`config.mk`:
```
export PLATFORM = sky130hd
export DESIGN_NAME = pwi_top
export DESIGN_NICKNAME = d
export VERILOG_FILES = /design/src/hw/pwi_pkg.sv /design/src/hw/pwi_port.sv /design/src/hw/pwi_top.sv
export VERILOG_INCLUDE_DIRS = /design/src /design/src/hw
export SDC_FILE = /design/constraint.sdc
export NUM_CORES = 1
export LEC_CHECK = 0
export ABC_AREA = 1
export BUFFER_PORTS_ARGS = -buffer_cell sky130_fd_sc_hd__buf_2
export CELL_PAD_IN_SITES_DETAIL_PLACEMENT = 1
export CELL_PAD_IN_SITES_GLOBAL_PLACEMENT = 1
export CORE_AREA = 3 3 216 218
export CTS_BUF_LIST = sky130_fd_sc_hd__clkbuf_4
export DETAILED_ROUTE_END_ITERATION = 7
export DIE_AREA = 0 0 219 221
export GPL_TIMING_DRIVEN = 0
export PLACE_DENSITY = 0.67
export SLEW_MARGIN = 10
export SYNTH_ARGS = -nofsm -noshare
export SYNTH_HDL_FRONTEND = slang
export SYNTH_SLANG_ARGS = --single-unit
```
`constraint.sdc`:
```
create_clock -name aclk -period 2.12 [get_ports aclk]
set_input_delay 0.106 -clock aclk [delete_from_list [all_inputs] [get_ports aclk]]
set_output_delay 0.106 -clock aclk [all_outputs]
set_load 0.01 [all_outputs]
```
`src/hw/pwi_regs.svh`:
```
`ifndef PWI_REGS_SVH
`define PWI_REGS_SVH

// ****************************************************
// Register indexes (byte address is four times these)
// ****************************************************
`define PWI_IDX_WAKE_EV 12'h013
`define PWI_IDX_WAKE_EN 12'h017
`define PWI_IDX_IRQ_STAT 12'h01B
`define PWI_IDX_IRQ_MASK 12'h01F
`define PWI_IDX_GIRQ_STAT 12'h000
`define PWI_IDX_GIRQ_MASK 12'h001

// ****************************************************
// Byte address fields
// ****************************************************
`define PWI_ADDR_W 17
`define PWI_ADDR_PORT_HI 16
`define PWI_ADDR_PORT_LO 14
`define PWI_ADDR_IDX_HI 13
`define PWI_ADDR_IDX_LO 2
`define PWI_PORT_GLOBAL 3'h0
`define PWI_PORT_FIRST 1
`define PWI_PORT_LAST 7

// ****************************************************
// Field positions
// ****************************************************
`define PWI_WAKE_MAGIC_BIT 2
`define PWI_WAKE_LINK_BIT 1
`define PWI_WAKE_ENERGY_BIT 0
`define PWI_IRQ_PHY_BIT 1
`define PWI_IRQ_FILTER_BIT 0
`define PWI_GIRQ_PIN_BIT 7
`define PWI_WAKE_BITS 8'h07
`define PWI_IRQ_BITS 8'h03

// ****************************************************
// Reset values, bus answers and default PHY port set
// ****************************************************
`define PWI_RST_BYTE 8'h00
`define PWI_RST_WORD 32'h0000_0000
`define PWI_RESP_OKAY 2'h0
`define PWI_RESP_SLVERR 2'h2
`define PWI_PHY_PORTS 7'h1F

`endif

```
`src/hw/pwi_pkg.sv`:
```
package pwi_pkg;

   typedef logic [7:0] pwi_byte_t;

   // One-hot register select
   typedef enum logic [5:0] {
      PWI_SEL_NONE = 6'h00,
      PWI_SEL_EV = 6'h01,
      PWI_SEL_EN = 6'h02,
      PWI_SEL_ST = 6'h04,
      PWI_SEL_MK = 6'h08,
      PWI_SEL_GS = 6'h10,
      PWI_SEL_GM = 6'h20
   } pwi_sel_t;

endpackage

```
`src/hw/pwi_port.sv`:
```
`timescale 1ns/10ps
`default_nettype none
`include "pwi_regs.svh"

module pwi_port #(
   parameter bit IS_PHY = 1'b1
) (
   // Clock and reset
   input wire logic aclk,
   input wire logic aresetn,
   // Register writes
   input wire logic ev_wr,
   input wire logic en_wr,
   input wire logic mask_wr,
   input wire pwi_pkg::pwi_byte_t wdata,
   // Event sources
   input wire logic magic_seen,
   input wire logic [47:0] magic_dst,
   input wire logic [47:0] mac_addr,
   input wire logic link_up_seen,
   input wire logic energy_seen,
   input wire logic phy_irq,
   input wire logic filter_irq,
   // Register contents
   output pwi_pkg::pwi_byte_t ev_reg,
   output pwi_pkg::pwi_byte_t en_reg,
   output pwi_pkg::pwi_byte_t stat_reg,
   output pwi_pkg::pwi_byte_t mask_reg,
   // Requests
   output logic wake_req,
   output logic irq_req
);

   // ****************************************************
   // Event detection
   // ****************************************************
   wire logic magic_hit = magic_seen && (magic_dst == mac_addr);
   wire logic link_hit = IS_PHY && link_up_seen;
   wire logic energy_hit = IS_PHY && energy_seen;
   wire logic [2:0] hit = {magic_hit, link_hit, energy_hit};
   wire logic [2:0] ev_clr = ev_wr ? wdata[2:0] : 3'h0;
   wire logic filter_toggle = mask_wr && (wdata[`PWI_IRQ_FILTER_BIT] != mask_reg[`PWI_IRQ_FILTER_BIT]);

   pwi_pkg::pwi_byte_t ev_next;
   pwi_pkg::pwi_byte_t en_next;
   pwi_pkg::pwi_byte_t stat_next;
   pwi_pkg::pwi_byte_t mask_next;

   // Set wins over write-one clear
   assign ev_next = {5'h00, hit | (ev_reg[2:0] & ~ev_clr)};
   assign en_next = en_wr ? (wdata & `PWI_WAKE_BITS) : en_reg;
   assign mask_next = mask_wr ? (wdata & `PWI_IRQ_BITS) : mask_reg;
   // Filter flag cleared only by toggling its mask bit
   assign stat_next = {6'h00, IS_PHY && phy_irq,
      filter_irq | (stat_reg[`PWI_IRQ_FILTER_BIT] & ~filter_toggle)};

   // ****************************************************
   // Registers
   // ****************************************************
   always_ff @(posedge aclk) begin
      if (!aresetn) begin
         ev_reg <= `PWI_RST_BYTE;
         en_reg <= `PWI_RST_BYTE;
         stat_reg <= `PWI_RST_BYTE;
         mask_reg <= `PWI_RST_BYTE;
      end else begin
         ev_reg <= ev_next;
         en_reg <= en_next;
         stat_reg <= stat_next;
         mask_reg <= mask_next;
      end
   end

   // ****************************************************
   // Requests
   // ****************************************************
   assign wake_req = |(ev_reg[2:0] & en_reg[2:0]);
   assign irq_req = |(stat_reg[1:0] & ~mask_reg[1:0]);

endmodule

`default_nettype wire

```
`src/hw/pwi_top.sv`:
```
// Decided for this implementation: the AXI4-Lite slave port.
`timescale 1ns/10ps
`default_nettype none
`include "pwi_regs.svh"

module pwi_top #(
   parameter logic [6:0] PHY_PORTS = `PWI_PHY_PORTS
) (
   // Clock and reset
   input wire logic aclk,
   input wire logic aresetn,
   // AXI4-Lite write address
   input wire logic awvalid,
   output logic awready,
   input wire logic [`PWI_ADDR_W-1:0] awaddr,
   input wire logic [2:0] awprot,
   // AXI4-Lite write data
   input wire logic wvalid,
   output logic wready,
   input wire logic [31:0] wdata,
   input wire logic [3:0] wstrb,
   // AXI4-Lite write response
   output logic bvalid,
   input wire logic bready,
   output logic [1:0] bresp,
   // AXI4-Lite read address
   input wire logic arvalid,
   output logic arready,
   input wire logic [`PWI_ADDR_W-1:0] araddr,
   input wire logic [2:0] arprot,
   // AXI4-Lite read data
   output logic rvalid,
   input wire logic rready,
   output logic [31:0] rdata,
   output logic [1:0] rresp,
   // Switch MAC address
   input wire logic [47:0] mac_addr,
   // Per-port event sources, ports 7 to 1
   input wire logic [7:1] magic_seen,
   input wire logic [7:1][47:0] magic_dst,
   input wire logic [7:1] link_up_seen,
   input wire logic [7:1] energy_seen,
   input wire logic [7:1] phy_irq,
   input wire logic [7:1] filter_irq,
   // Outputs
   output logic power_event_pin,
   output logic [7:1] port_irq_req,
   output logic irq
);

   // ****************************************************
   // Write channel capture
   // ****************************************************
   logic aw_got_reg;
   logic w_got_reg;
   logic [`PWI_ADDR_W-1:0] aw_addr_reg;
   logic [7:0] w_data_reg;
   logic w_strb_reg;
   logic bvalid_reg;
   logic [1:0] bresp_reg;
   logic rvalid_reg;
   logic [31:0] rdata_reg;
   logic [1:0] rresp_reg;

   wire logic aw_take = awvalid && awready;
   wire logic w_take = wvalid && wready;
   wire logic do_write = aw_got_reg && w_got_reg && !bvalid_reg;
   wire logic ar_take = arvalid && arready;

   assign awready = !aw_got_reg && !bvalid_reg;
   assign wready = !w_got_reg && !bvalid_reg;
   assign arready = !rvalid_reg;
   assign bvalid = bvalid_reg;
   assign bresp = bresp_reg;
   assign rvalid = rvalid_reg;
   assign rdata = rdata_reg;
   assign rresp = rresp_reg;

   always_ff @(posedge aclk) begin
      if (!aresetn) begin
         aw_got_reg <= 1'b0;
         aw_addr_reg <= '0;
      end else if (aw_take) begin
         aw_got_reg <= 1'b1;
         aw_addr_reg <= awaddr;
      end else if (do_write) begin
         aw_got_reg <= 1'b0;
      end
   end

   always_ff @(posedge aclk) begin
      if (!aresetn) begin
         w_got_reg <= 1'b0;
         w_data_reg <= `PWI_RST_BYTE;
         w_strb_reg <= 1'b0;
      end else if (w_take) begin
         w_got_reg <= 1'b1;
         w_data_reg <= wdata[7:0];
         w_strb_reg <= wstrb[0];
      end else if (do_write) begin
         w_got_reg <= 1'b0;
      end
   end

   // ****************************************************
   // Address decode
   // ****************************************************
   function automatic pwi_pkg::pwi_sel_t pwi_decode(input logic [`PWI_ADDR_W-1:0] a);
      logic [2:0] port;
      logic [11:0] idx;
      port = a[`PWI_ADDR_PORT_HI:`PWI_ADDR_PORT_LO];
      idx = a[`PWI_ADDR_IDX_HI:`PWI_ADDR_IDX_LO];
      pwi_decode = pwi_pkg::PWI_SEL_NONE;
      if (a[1:0] == 2'h0) begin
         if (port == `PWI_PORT_GLOBAL) begin
            if (idx == `PWI_IDX_GIRQ_STAT) begin
               pwi_decode = pwi_pkg::PWI_SEL_GS;
            end else if (idx == `PWI_IDX_GIRQ_MASK) begin
               pwi_decode = pwi_pkg::PWI_SEL_GM;
            end
         end else if (idx == `PWI_IDX_WAKE_EV) begin
            pwi_decode = pwi_pkg::PWI_SEL_EV;
         end else if (idx == `PWI_IDX_WAKE_EN) begin
            pwi_decode = pwi_pkg::PWI_SEL_EN;
         end else if (idx == `PWI_IDX_IRQ_STAT) begin
            pwi_decode = pwi_pkg::PWI_SEL_ST;
         end else if (idx == `PWI_IDX_IRQ_MASK) begin
            pwi_decode = pwi_pkg::PWI_SEL_MK;
         end
      end
   endfunction

   wire pwi_pkg::pwi_sel_t wsel = pwi_decode(aw_addr_reg);
   wire pwi_pkg::pwi_sel_t rsel = pwi_decode(araddr);
   wire logic [2:0] wport = aw_addr_reg[`PWI_ADDR_PORT_HI:`PWI_ADDR_PORT_LO];
   wire logic [2:0] rport = araddr[`PWI_ADDR_PORT_HI:`PWI_ADDR_PORT_LO];
   wire logic wr_en = do_write && w_strb_reg;
   wire logic wr_ok = (wsel != pwi_pkg::PWI_SEL_NONE);

   // ****************************************************
   // Ports
   // ****************************************************
   pwi_pkg::pwi_byte_t ev_q [1:7];
   pwi_pkg::pwi_byte_t en_q [1:7];
   pwi_pkg::pwi_byte_t st_q [1:7];
   pwi_pkg::pwi_byte_t mk_q [1:7];
   logic [7:1] wake_req;

   genvar p;
   generate
      for (p = `PWI_PORT_FIRST; p <= `PWI_PORT_LAST; p++) begin : g_port
         wire logic here = wr_en && (wport == 3'(p));
         pwi_port #(
            .IS_PHY(PHY_PORTS[p-1])
         ) u_port (
            .aclk(aclk),
            .aresetn(aresetn),
            .ev_wr(here && (wsel == pwi_pkg::PWI_SEL_EV)),
            .en_wr(here && (wsel == pwi_pkg::PWI_SEL_EN)),
            .mask_wr(here && (wsel == pwi_pkg::PWI_SEL_MK)),
            .wdata(w_data_reg),
            .magic_seen(magic_seen[p]),
            .magic_dst(magic_dst[p]),
            .mac_addr(mac_addr),
            .link_up_seen(link_up_seen[p]),
            .energy_seen(energy_seen[p]),
            .phy_irq(phy_irq[p]),
            .filter_irq(filter_irq[p]),
            .ev_reg(ev_q[p]),
            .en_reg(en_q[p]),
            .stat_reg(st_q[p]),
            .mask_reg(mk_q[p]),
            .wake_req(wake_req[p]),
            .irq_req(port_irq_req[p])
         );
      end
   endgenerate

   // ****************************************************
   // Power event pin and interrupt summary
   // ****************************************************
   logic pin_reg;
   logic [7:1] port_irq_prev_reg;
   logic pin_prev_reg;
   pwi_pkg::pwi_byte_t girq_stat_reg;
   pwi_pkg::pwi_byte_t girq_mask_reg;

   wire pwi_pkg::pwi_byte_t girq_set = {pin_reg & ~pin_prev_reg, port_irq_req & ~port_irq_prev_reg};
   wire logic gs_wr = wr_en && (wsel == pwi_pkg::PWI_SEL_GS);
   wire logic gm_wr = wr_en && (wsel == pwi_pkg::PWI_SEL_GM);
   wire pwi_pkg::pwi_byte_t girq_clr = gs_wr ? w_data_reg : `PWI_RST_BYTE;
   wire pwi_pkg::pwi_byte_t girq_stat_next = girq_set | (girq_stat_reg & ~girq_clr);
   wire pwi_pkg::pwi_byte_t girq_mask_next = gm_wr ? w_data_reg : girq_mask_reg;

   always_ff @(posedge aclk) begin
      if (!aresetn) begin
         pin_reg <= 1'b0;
      end else begin
         pin_reg <= |wake_req;
      end
   end

   always_ff @(posedge aclk) begin
      if (!aresetn) begin
         pin_prev_reg <= 1'b0;
         port_irq_prev_reg <= 7'h00;
      end else begin
         pin_prev_reg <= pin_reg;
         port_irq_prev_reg <= port_irq_req;
      end
   end

   always_ff @(posedge aclk) begin
      if (!aresetn) begin
         girq_stat_reg <= `PWI_RST_BYTE;
      end else begin
         girq_stat_reg <= girq_stat_next;
      end
   end

   always_ff @(posedge aclk) begin
      if (!aresetn) begin
         girq_mask_reg <= `PWI_RST_BYTE;
      end else begin
         girq_mask_reg <= girq_mask_next;
      end
   end

   assign power_event_pin = pin_reg;
   assign irq = |(girq_stat_reg & girq_mask_reg);

   // ****************************************************
   // Read mux
   // ****************************************************
   wire logic rport_ok = (rport != `PWI_PORT_GLOBAL);
   wire logic [2:0] ridx = rport_ok ? rport : 3'h1;
   pwi_pkg::pwi_byte_t rbyte;

   always_comb begin
      unique case (rsel)
         pwi_pkg::PWI_SEL_EV: rbyte = ev_q[ridx];
         pwi_pkg::PWI_SEL_EN: rbyte = en_q[ridx];
         pwi_pkg::PWI_SEL_ST: rbyte = st_q[ridx];
         pwi_pkg::PWI_SEL_MK: rbyte = mk_q[ridx];
         pwi_pkg::PWI_SEL_GS: rbyte = girq_stat_reg;
         pwi_pkg::PWI_SEL_GM: rbyte = girq_mask_reg;
         default: rbyte = `PWI_RST_BYTE;
      endcase
   end

   // ****************************************************
   // Response codes
   // ****************************************************
   wire logic rd_ok = (rsel != pwi_pkg::PWI_SEL_NONE);
   wire logic [1:0] wr_resp = wr_ok ? `PWI_RESP_OKAY : `PWI_RESP_SLVERR;
   wire logic [1:0] rd_resp = rd_ok ? `PWI_RESP_OKAY : `PWI_RESP_SLVERR;
   wire logic [31:0] rd_word = {24'h000000, rbyte};

   // ****************************************************
   // Responses
   // ****************************************************
   always_ff @(posedge aclk) begin
      if (!aresetn) begin
         bvalid_reg <= 1'b0;
         bresp_reg <= `PWI_RESP_OKAY;
      end else if (do_write) begin
         bvalid_reg <= 1'b1;
         bresp_reg <= wr_resp;
      end else if (bready) begin
         bvalid_reg <= 1'b0;
      end
   end

   always_ff @(posedge aclk) begin
      if (!aresetn) begin
         rvalid_reg <= 1'b0;
         rdata_reg <= `PWI_RST_WORD;
         rresp_reg <= `PWI_RESP_OKAY;
      end else if (ar_take) begin
         rvalid_reg <= 1'b1;
         rdata_reg <= rd_word;
         rresp_reg <= rd_resp;
      end else if (rready) begin
         rvalid_reg <= 1'b0;
      end
   end

endmodule

`default_nettype wire

```
# Word level (Yosys, flattened, before mapping)
# Cells that the tools add are included.
# word_totals
regBits	214
latch_bits	0
ram_bits	0
mem_bits_ro	0
memories	0
# op_classes
n_addsub	0
mul	0
div	0
order_cmp	1
n_eq_ne	42
n_shift	0
n_mux	47
bitwise_logic	72
n_reduce_logical	78
# op_table
cell	count
$eq 48x48->1	7
$bmux 8 s3	4
$eq 12x5->1 const B	8
$mux 8	9
$logic_and 1x1->1	52
$mux 6	8
$pmux 8 s6	1
$and 3x3->3	14
$mux 4	8
$eq 12x1->1 const B	2
$logic_not 12->1	2
$mux 3	8
$not 3->3	7
$or 3x3->3	7
$reduce_or 21->1	1
$and 8x8->8	2
$and 2x2->2	7
$not 2->2	7
$reduce_or 2->1	7
$eq 3x3->1 const B	4
$eq 6x1->1 const B	2
$eq 6x2->1 const B	2
$eq 6x4->1 const B	2
$eq 6x5->1 const B	2
23 further kinds	67

# Logic depth before layout (Yosys ltp)
# Gate-level depths: netlist of the first run.
# logic_depth
depth_word	13
depth_mapped	14
ltp_nobuf	13

# Hierarchy
# From an unflattened synthesis of the first run, not the netlist that was laid out.
# hier_totals
hier_cells	3097
hier_area_um2	15665.0
# modules_own_cells
module	n_inst	cells_per_inst	area_per_inst_um2	seq_area_each_um2
pwi_port (g_port[1].u_port ...)	5	302	1477.7	200.2
pwi_top	1	991	5398.9	1301.2
pwi_port (g_port[6].u_port ...)	2	298	1438.9	180.2

# Least setup slack after synthesis of the first run
# No wires, ideal clock.
# synth_path
path_kind	reg-to-reg
from	register bvalid_reg, in the netlist bvalid
to	register g_port[1].u_port.ev_reg[2]
arrival_time_ps	1436
slack_ps	552
stages_incl_launch_ff	9
path_buffers	0
period_less_slack_ps	1568
cell_sequence	dfxtp_1 -> nor2_1 -> nand2_1 -> nor2_2 -> nand2_1 -> nor2_1 -> nand2_1 -> o21ai_0 -> a21oi_1
# synth_via
elab_chain_cells	9
# synth_lines
item	line	source
start, declared	pwi_top.sv:59	logic bvalid_reg;
start signal, assigned	pwi_top.sv:264	bvalid_reg <= 1'b0;
start signal, assigned	pwi_top.sv:267	bvalid_reg <= 1'b1;
start signal, assigned	pwi_top.sv:270	bvalid_reg <= 1'b0;
$logic_not 1->1	pwi_top.sv:67	wire logic do_write = aw_got_reg && w_got_reg && !bvalid_reg;
$logic_and 1x1->1	pwi_top.sv:67	
$logic_and 1x1->1	pwi_top.sv:137	wire logic wr_en = do_write && w_strb_reg;
$logic_and 1x1->1	pwi_top.sv:152	wire logic here = wr_en && (wport == 3'(p));
$logic_and 1x1->1	pwi_top.sv:158	.ev_wr(here && (wsel == pwi_pkg::PWI_SEL_EV)),
$mux 3	pwi_port.sv:41	wire logic [2:0] ev_clr = ev_wr ? wdata[2:0] : 3'h0;
$not 3->3	pwi_port.sv:50	assign ev_next = {5'h00, hit | (ev_reg[2:0] & ~ev_clr)};
$and 3x3->3	pwi_port.sv:50	
$or 3x3->3	pwi_port.sv:50	
end signal, assigned	pwi_port.sv:62	ev_reg <= `PWI_RST_BYTE;
end signal, assigned	pwi_port.sv:67	ev_reg <= ev_next;
end, declared	pwi_port.sv:25	output pwi_pkg::pwi_byte_t ev_reg,
# Every way passes these cells.
# A chain may end at the register's enable or synchronous reset.

# Final worst setup path of the first run
# layout_path
from	register w_got_reg
to	register g_port[4].u_port.ev_reg[2]
# layout_via
elab_chain_cells	9
# layout_lines
item	line	source
start, declared	pwi_top.sv:55	logic w_got_reg;
start signal, assigned	pwi_top.sv:93	w_got_reg <= 1'b0;
start signal, assigned	pwi_top.sv:97	w_got_reg <= 1'b1;
start signal, assigned	pwi_top.sv:101	w_got_reg <= 1'b0;
$logic_and 1x1->1 (2 in a row)	pwi_top.sv:67	
$logic_and 1x1->1	pwi_top.sv:137	
$logic_and 1x1->1	pwi_top.sv:152	
$logic_and 1x1->1	pwi_top.sv:158	
$mux 3	pwi_port.sv:41	
$not 3->3	pwi_port.sv:50	
$and 3x3->3	pwi_port.sv:50	
$or 3x3->3	pwi_port.sv:50	
end signal, assigned	pwi_port.sv:62	
end signal, assigned	pwi_port.sv:67	
end, declared	pwi_port.sv:25	
# Every way passes these cells.

==> results of run 1 <==
## routing by layer
metal / up-vias / routed length (µm) / global-route usage / part of all wire
li1: 7160 / - / - / -
met1: 7371 / 31220 / 0.3723 / 0.42
met2: 609 / 36780 / 0.5271 / 0.49
met3: 116 / 4825 / 0.05163 / 0.064
met4: 6 / 2320 / 0.08760 / 0.031
met5: - / 39 / 0 / 0.00052
## through the flow
| stage | hold slack (ps) | setup TNS (ps) |
|---|---|---|
| final | 23.45 | 0 |
| after global routing | 11.22 | -1.473 |
| after CTS | 6.375 | 0 |
| after detailed placement | 302.8 | -1873 |
| after global placement | 301.4 | -1319 |
| after floorplan | 203.6 | 0 |
## worst max-delay path by stage
| stage | from | to | slack (ps) | cells past startpoint |
|---|---|---|---|---|
| 6_report | w_got_reg | g_port[4].u_port.ev_reg[2] | 180 | 9 |
| 5_1_grt | w_got_reg | g_port[4].u_port.ev_reg[2] | -1 | 9 |
| 4_1_cts | w_got_reg | g_port[5].u_port.ev_reg[2] | 8 | 9 |
| 3_5_place_dp | mac_addr[10] | g_port[3].u_port.ev_reg[2] | -280 | 9 |
| 3_3_place_gp | mac_addr[10] | g_port[3].u_port.ev_reg[2] | -280 | 9 |
| 2_1_floorplan | bvalid | g_port[1].u_port.ev_reg[2] | 550 | 8 |
## power by group through the flow
stage                     Clock [mW]  Sequential [mW]  Combinational [mW]
final                           2.22             2.69                2.46
after global routing            2.36             2.70                2.66
after CTS                       2.24             2.68                2.41
after detailed placement           0             2.74                2.32
after global placement             0             2.74                2.29
after floorplan                    0             2.72                1.12
## critical path, stage by stage (launching register included)
cell	delay [ps]
dfxtp_1	380
inv_1	50
nor2_1	100
nand2_2	130
nor2_4	150
nand2_2	130
nor3_4	380
nand2_1	180
o21ai_0	190
a21oi_1	90
## cells in the final DEF (no fill, tap or decap), drive strengths merged
master / netlist / final
a211oi: 3 / 3
a21oi: 103 / 103
a221oi: 3 / 3
a22o: 3 / 3
a22oi: 1 / 1
a31oi: 4 / 4
a41oi: 1 / 1
buf: 46 / 515
bufinv: 0 / 6
clkbuf: 47 / 65
clkinv: 13 / 17
clkinvlp: 0 / 2
conb: 1 / 26
dfxtp: 133 / 133
diode: 0 / 11
dlygate4sd3: 0 / 57
inv: 227 / 228
nand2: 497 / 497
nand3: 63 / 63
nand3b: 2 / 2
nand4: 17 / 17
nor2: 269 / 269
nor3: 43 / 43
o2111ai: 2 / 2
o211ai: 6 / 6
o21a: 10 / 10
o21ai: 190 / 190
o22ai: 72 / 72
o2bb2ai: 1 / 1
or2: 4 / 4
xnor2: 59 / 59
xor2: 69 / 69
## logic make-up (layout without fill, tap and decap cells)
family                    count (synthesis)  after routing  share of synthesized area
and+or+nand+nor                         895            895                     0.3274
buffers and inverters                   333            890                     0.1276
AOI/OAI and AO/OA                       399            399                     0.1991
xor gates and xnor gates                128            128                     0.1024
DFF                                     133            133                     0.2432
other                                     1             37                  0.0003426
## area by class of cell
| cell class | count | area, µm² |
|---|---|---|
| antenna | 11 | 27.53 |
| timing repair buffer | 526 | 2948 |
| fill | 6137 | 29890 |
| tap | 600 | 750.7 |
| buffer | 93 | 495.5 |
| multi-input combinational | 1448 | 7051 |
| sequential | 133 | 2663 |
| inverter | 240 | 900.9 |
| clock buffer | 18 | 135.1 |
| clock inverter | 13 | 230.2 |
## timing repair
action | in CTS | in global routing
hold endpoints to repair | 61 | 0
pin swaps | 1 | 2
buffers inserted | 2 | 5
hold buffers | 57 | 0
gates resized for setup | 2 | 16
cloned | 0 | 0
endpoints found under the setup margin | 26 | 59
==> reports/metrics.yaml, run 1 <==
worst_pin_slew_ps: 1028
whs_path_depth: 6
powerDensity_mw_per_mm2: 484.6
fin_area_mm2: 0.01520
dieArea_mm2: 0.04840
arrival_ps: 2360
numCtsBuffers: 17
ctsHtreeMaxLevel: 4
max_freq_ghz: 0.5153
drc: 0
yosysMostFrequentCell: "nand2_1"
grt_first_pass_wirelength_um: 105800
syn-cell-area_mm2: 0.01095
seqPwrFrac: 0.365
power_frac_clock: 0.301
cts_sinks: 133
finalHoldViolations: 0
max_cap_viol_count: 0
yosys_warnings: 0
synthTopCellsByArea: "dfxtp_1 24%, nand2_1 17%, nor2_1 9.1%"
r2r_end: "g_port[4].u_port.ev_reg[2]"
r2r-start: "w_got_reg"
antenna_found_initial: 19
track_usage: 0.2996
drv_slew: 0
hp-class: "input pin to flop"
netSwitchingPower_mw: 2.667
synth_common_cells: "495 x nand2_1, 265 x nor2_1, 223 x inv_1, 190 x o21ai_0, 133 x dfxtp_1"
ys_ff_latch: 133
synthDistinctLibCells: 36
setup-violations-final: 0
cts.clk_slew.worst_paths_ps: 130
cp-start-kind: "flop"
yosysSeqAreaShare: 0.2432
gp_congestion: 1.002
p_leak_nw: 7.458
synthArstFlopShare: 0
placed_cell_area_mm2: 0.01410
path_max_fanout: 6
start_util: 0.2428
crit_type: "flop to flop"
final_core_util: 0.3371
final_layout_size_suffix_gt1_frac: 0.2311
drt_iter0_drc: 1030
grt_max_degree: 17
rrSetupSlack_ps: 180
timing.final.crit_share: 0.9153
grt_overflow: 0
via_count: 15260
vias_per_cell: 4.952
core_mm2: 0.04509
cts-root-buf: "clkbuf_4"
dr.pass1.iters: 5
clk_latency_ps: 570
synth_edf_count: 0
peakVddDrop_mv: 0.3915
cts_buffer_depth: 2
wire_per_inst_um: 24.39
max_slew_margin: 0.3150
portBuffers: 462
min_from: "magic_dst[308]"
p_total_mw: 7.367
die_width_um: 219
finClkSkew_ps: 23.85
grt_pass1_vias: 15960
fin_crit_ps: 1940
critical_path.endpoint_type: "flop"
cts_tree: "yes"
die_h_um: 221
avgSynthCellArea_um2: 5.795
switching_share: 0.3621
synth.largest_area_cell: "dfxtp_1"
min_to: "g_port[7].u_port.ev_reg[2]"
p_comb_frac: 0.334
synth_top_area_share: 0.2432
post-place-ws_ps: -280.6
area_growth_syn_to_layout_pct: 38.86
hpwlAfterDp_um: 64080
rows: 78
ant_nets: 0
r2r_cells: 9
synth_ff_type: "dfxtp_1"
final_cells: 3082
nets: 2961
place_inst: 2976
wl_um: 75180
num_io_pins: 552
netlist_instances: 1889
internal_power_mw: 4.700
cp.required_ps: 2540
setup_ws_ps: 179.5
run_status: "finished clean"
Power figures use the tool's default switching activity.
==> run 2, diff against run 1 <==
--- a/config.mk
+++ b/config.mk
@@ -16,6 +16,7 @@
 export DIE_AREA = 0 0 219 221
 export GPL_TIMING_DRIVEN = 0
 export PLACE_DENSITY = 0.67
+export REMOVE_ABC_BUFFERS = 1
 export SLEW_MARGIN = 10
 export SYNTH_ARGS = -nofsm -noshare
 export SYNTH_HDL_FRONTEND = slang
==> run 2 against run 1 <==
Against the previous run: flip-flop and latch count unchanged; sequential share of layout area increased by 0.60 points; die area unchanged.
==> reports/metrics.yaml, run 2 (synthesis gave the netlist of run 1 again) <==
grt_max_degree: 73  # +56
via_count: 14830  # -2.9%
fin_crit_ps: 1992  # +51.29 ps
nets: 2889  # -2.4%
peakVddDrop_mv: 0.2588  # -34%
core_mm2: 0.04509  # unchanged
rows: 78  # unchanged
cts.clk_slew.worst_paths_ps: 120  # about the same
die_width_um: 219  # unchanged
wl_um: 72780  # -3.2%
grt_first_pass_wirelength_um: 102600  # -3.1%
crit_type: "flop to flop"
drt_iter0_drc: 766  # -26%
p_leak_nw: 7.205  # -3.4%
cts_buffer_depth: 2  # unchanged
worst_pin_slew_ps: 1196  # +168.0 ps
ctsHtreeMaxLevel: 4  # unchanged
ant_nets: 0  # unchanged
crit_path_top_delay_cell: "dfxtp_1"
layout_commonest_cell: "nand2_1"
numCtsBuffers: 17  # unchanged
path_max_fanout: 8  # +2
path_delay_family: "simple AND/OR/NAND/NOR gates"
dr.pass1.iters: 5  # unchanged
cts_sinks: 133  # unchanged
p_total_mw: 6.717  # -8.8%
critPathBufInv: 1  # unchanged
dieArea_mm2: 0.04840  # unchanged
run_status: "finished clean"
drc: 0  # unchanged
hp-class: "input pin to flop"
path_cells: "inv_1, nor2_1, nand2_1, nor2_2, nand2_1, nor2_2, nand2_1, o21ai_0, a21oi_1"
arrival_ps: 2410  # +50 ps
max_cap_viol_count: 0  # unchanged
cp_common_cell: "nand2_1"
finalHoldViolations: 0  # unchanged
cts-root-buf: "clkbuf_4"
setup-violations-final: 0  # unchanged
drv_slew: 0  # unchanged
die_h_um: 221  # unchanged
gp_congestion: 1.026  # +2.4%
critical_path.endpoint_type: "flop"
grt_overflow: 0  # unchanged
vias_per_cell: 4.918  # -0.69%
clk_latency_ps: 600  # +30 ps
finClkSkew_ps: 33.13  # +9.281 ps
timing.final.crit_share: 0.9395  # +0.02419
track_usage: 0.2908  # -0.008811
start_util: 0.2428  # unchanged
wire_per_inst_um: 24.14  # -1.0%
max_slew_margin: 0.2018  # -0.1131
rsz0062_at_grt: "yes"
final_core_util: 0.3263  # -0.01088
grt_pass1_vias: 15520  # -2.8%
antenna_found_initial: 26  # +7
layout_common_cells: "494 x nand2_1, 485 x buf_2, 258 x nor2_1, 223 x inv_1, 190 x o21ai_0"
portBuffers: 486  # +5.2%
powerDensity_mw_per_mm2: 456.6  # -5.8%
area_growth_syn_to_layout_pct: 34.38
max_freq_ghz: 0.5021  # -2.6%
cp_slowest_stage_delay_ps: 380  # about the same
cp.required_ps: 2540  # about the same
hpwlAfterDp_um: 61290  # -4.4%
final_layout_size_suffix_gt1_frac: 0.2297  # -0.001402
tns_ps: 0  # unchanged
cp-start-kind: "flop"
num_io_pins: 552  # unchanged
cts_tree: "yes"
[run 2: cell count changes in the layout (fill, tap and decap cells not counted), sizes merged]
cell,before,now
diode,11,16
dlygate4sd3,57,55
bufinv,6,1
buf,515,492
inv,228,232
clkbuf,65,18
clkinv,17,15
clkinvlp,2,5
[run 2: worst paths after layout]
check,startpoint,to,slack (ps),cells after the start
max,w_got_reg,g_port[1].u_port.ev_reg[2],130,9
min,magic_dst[308],g_port[7].u_port.ev_reg[2],20,6
max reg2reg,w_got_reg,g_port[1].u_port.ev_reg[2],130,9
min reg2reg,port_irq_prev_reg[4],girq_stat_reg[3],440,1
[run 2: final cells by class]
| cell class | instances | area, µm² |
|---|---|---|
| Fill cell | 6175 | 30380 |
| Inverter | 240 | 908.4 |
| Clock inverter | 13 | 126.4 |
| Timing Repair Buffer | 547 | 3068 |
| Multi-Input combinational cell | 1448 | 7017 |
| Sequential cell | 133 | 2665 |
| Tap cell | 600 | 750.7 |
| Antenna cell | 16 | 40.04 |
| Clock buffer | 18 | 135.1 |
[run 2: power breakdown]
group	leakage, nW	switching (mW)	internal (mW)	total [mW]
Clock	0.138	1.08	0.607	1.69
Combinational	5.98	1.46	0.850	2.31
Sequential	1.09	0.104	2.61	2.72
[run 2: what timing repair did]
item,4_1_cts,5_1_grt
setup endpoints to repair,42,64
pin swaps,0,3
resized for setup,6,9
hold endpoints to repair,58,0
hold buffers,55,0
buffers inserted,0,6
[run 2: through the flow]
step / cell area, µm² / hold slack, ps / setup slack, ps / cells
after floorplan: 10550 / 199.5 / 399.8 / 1821
after global placement: 13730 / 298.0 / -467.3 / 2907
after detailed placement: 13730 / 302.3 / -502.8 / 2907
after CTS: 14560 / 1.764 / 4.429 / 2993
after global routing: 14710 / 28.55 / -77.82 / 3013
final: 14710 / 23.36 / 128.2 / 3015
[run 2: metal layers]
metal / up-vias / track usage / wire length (µm)
met3: 138 / 0.05356 / 4499
li1: 7014 / - / -
met4: 12 / 0.1250 / 3384
met5: - / 0 / 82
met1: 7108 / 0.3546 / 29850
met2: 555 / 0.4979 / 34960
[run 2: worst register-to-register path, cell delays in order, from the launching register on]
cell     delay [ps]
dfxtp_1         380
inv_1            50
nor2_1           70
nand2_1         140
nor2_2          200
nand2_1         160
nor2_2          380
nand2_1         150
o21ai_0         210
a21oi_1          90
==> run 3, diff against run 2 <==
--- a/config.mk
+++ b/config.mk
@@ -7,17 +7,18 @@
 export NUM_CORES = 1
 export LEC_CHECK = 0
 export ABC_AREA = 1
-export BUFFER_PORTS_ARGS = -buffer_cell sky130_fd_sc_hd__buf_2
+export BUFFER_PORTS_ARGS = -buffer_cell sky130_fd_sc_hd__buf_4
 export CELL_PAD_IN_SITES_DETAIL_PLACEMENT = 1
 export CELL_PAD_IN_SITES_GLOBAL_PLACEMENT = 1
 export CORE_AREA = 3 3 216 218
 export CTS_BUF_LIST = sky130_fd_sc_hd__clkbuf_4
+export CTS_CLUSTER_SIZE = 40
 export DETAILED_ROUTE_END_ITERATION = 7
 export DIE_AREA = 0 0 219 221
 export GPL_TIMING_DRIVEN = 0
 export PLACE_DENSITY = 0.67
 export REMOVE_ABC_BUFFERS = 1
-export SLEW_MARGIN = 10
+export SLEW_MARGIN = 20
 export SYNTH_ARGS = -nofsm -noshare
 export SYNTH_HDL_FRONTEND = slang
 export SYNTH_SLANG_ARGS = --single-unit
==> run 3 against run 2 <==
Against the previous run: die area stayed put; clock power hardly changed; register-to-register slack worse by 20 ps; non-clock buffer count is 1 lower; first-iteration DRC count is 41% higher; cell count is 0.20% lower; clock skew is 3.4 ps lower; combinational power is 11% higher; sequential share of layout area is 1.4 points lower; via count is 0.16% higher; global-route usage is 0.14 points higher.
==> reports/metrics.yaml, run 3 (synthesis gave the netlist of run 1 again) <==
nets: 2888  # -0.035%
drv_slew: 0  # unchanged
hpwlAfterDp_um: 62150  # +1.4%
grt_max_degree: 73  # unchanged
hp-class: "input pin to flop"
wire_per_inst_um: 24.60  # +1.9%
cts.clk_slew.worst_paths_ps: 130  # about the same
setup-violations-final: 0  # unchanged
critical_path.endpoint_type: "flop"
clk_latency_ps: 580  # -20 ps
drt_iter0_drc: 1081  # +41%
timing.final.crit_share: 0.9480  # +0.008452
via_count: 14850  # +0.16%
portBuffers: 486  # unchanged
rsz0062_at_grt: "yes"
powerDensity_mw_per_mm2: 436.4  # -4.4%
fillers: 6023  # -2.5%
vias_per_cell: 4.936  # +0.36%
die_width_um: 219  # unchanged
numCtsBuffers: 17  # unchanged
layout_common_cells: "493 x nand2_1, 488 x buf_4, 258 x nor2_1, 223 x inv_1, 190 x o21ai_0"
cp.required_ps: 2560  # +20 ps
arrival_ps: 2450  # +40 ps
cts_buffer_depth: 2  # unchanged
rows: 78  # unchanged
antenna_found_initial: 14  # -46%
finalHoldViolations: 0  # unchanged
drc: 0  # unchanged
dr.pass1.iters: 5  # unchanged
grt_pass1_vias: 15430  # -0.57%
max_slew_margin: 0.4179  # +0.2161
max_cap_viol_count: 0  # unchanged
ant_nets: 0  # unchanged
path_max_fanout: 8  # unchanged
grt_overflow: 0  # unchanged
area_growth_syn_to_layout_pct: 45.49
max_freq_ghz: 0.4976  # -0.89%
gp_congestion: 0.9883  # -3.7%
layout_commonest_cell: "nand2_1"
dieArea_mm2: 0.04840  # unchanged
finClkSkew_ps: 29.76  # -3.370 ps
cts_sinks: 133  # unchanged
p_total_mw: 6.951  # +3.5%
cts-root-buf: "clkbuf_4"
start_util: 0.2428  # unchanged
grt_first_pass_wirelength_um: 102700  # about the same
final_layout_size_suffix_gt1_frac: 0.2289  # -0.0007382
die_h_um: 221  # unchanged
num_io_pins: 552  # unchanged
p_leak_nw: 7.605  # +5.5%
cts_tree: "yes"
fin_crit_ps: 2010  # +17.92 ps
crit_type: "flop to flop"
tns_ps: 0  # unchanged
track_usage: 0.2922  # +0.001417
peakVddDrop_mv: 0.2282  # -12%
wl_um: 74020  # +1.7%
run_status: "finished clean"
core_mm2: 0.04509  # unchanged
ctsHtreeMaxLevel: 4  # unchanged
worst_pin_slew_ps: 871.1  # -324.4 ps
cp-start-kind: "flop"
-- run 3: cell types whose count changed in the layout (fill, tap and decap cells not counted), sizes merged --
cell      previous run  this run
inv                232       233
diode               16        11
buf                492       491
clkbuf              18        17
clkinv              15        14
clkinvlp             5         6
-- run 3: area by class of cell --
cell class	count	area, µm²	share of cell area
diodes	11	27.53	0.001728
clock buffers	17	127.6	0.008013
clock inverters	14	125.1	0.007856
inverters	240	910.9	0.05719
multi-input cells	1448	7046	0.4424
flip-flops and latches	133	2665	0.1673
well taps	600	750.7	0.04714
repair buffers	546	4274	0.2684
-- run 3: power by group --
part	leakage, nW	switching (mW)	internal, mW
clock network	0.127	1.08	0.584
logic	6.39	1.46	1.10
registers	1.09	0.107	2.61
total	7.61	2.65	4.30
-- run 3: critical path, cell delays in order, from the launching register on --
cell	delay (ps)
dfxtp_1	390
inv_1	60
nor2_1	90
nand2_1	160
nor2_2	220
nand2_1	230
nor2_4	290
nand2_1	150
o21ai_0	190
a21oi_1	100
-- run 3: worst paths after layout --
| kind | from | to | cells after the start | slack [ps] |
|---|---|---|---|---|
| max | w_got_reg | g_port[1].u_port.ev_reg[2] | 9 | 110 |
| min | magic_dst[90] | g_port[2].u_port.ev_reg[2] | 8 | 20 |
| max reg2reg | w_got_reg | g_port[1].u_port.ev_reg[2] | 9 | 110 |
| min reg2reg | port_irq_prev_reg[6] | girq_stat_reg[5] | 1 | 440 |
-- run 3: through the flow --
step           setup WS (ps)    util  instance area [µm²]  instances  hold WS, ps
2_1_floorplan          399.8       -                10550       1821        199.5
3_3_place_gp          -502.6  0.3314                14940       2907        292.9
3_5_place_dp          -176.0  0.3315                14950       2907        296.6
4_1_cts                6.984  0.3496                15760       2993        3.568
5_1_grt               -10.23  0.3532                15920       3008        60.34
6_report               110.3  0.3532                15930       3009        24.24
-- run 3: per-layer routing --
| layer | up-vias | global-route usage | wire [µm] | share of wire |
|---|---|---|---|---|
| met5 | - | 0 | 57 | 0.00077 |
| met4 | 10 | 0.1146 | 2915 | 0.039 |
| met3 | 117 | 0.04683 | 4599 | 0.062 |
| met2 | 570 | 0.5083 | 36160 | 0.49 |
| met1 | 7142 | 0.3584 | 30280 | 0.41 |
| li1 | 7012 | - | - | - |
-- run 3: repair_timing --
item                                    in CTS  in global routing
setup buffers                                0                  5
hold endpoints to repair                    58                  0
resized for setup                            4                 16
pin swaps                                    0                  4
hold buffers                                55                  0
endpoints found under the setup margin      34                 68
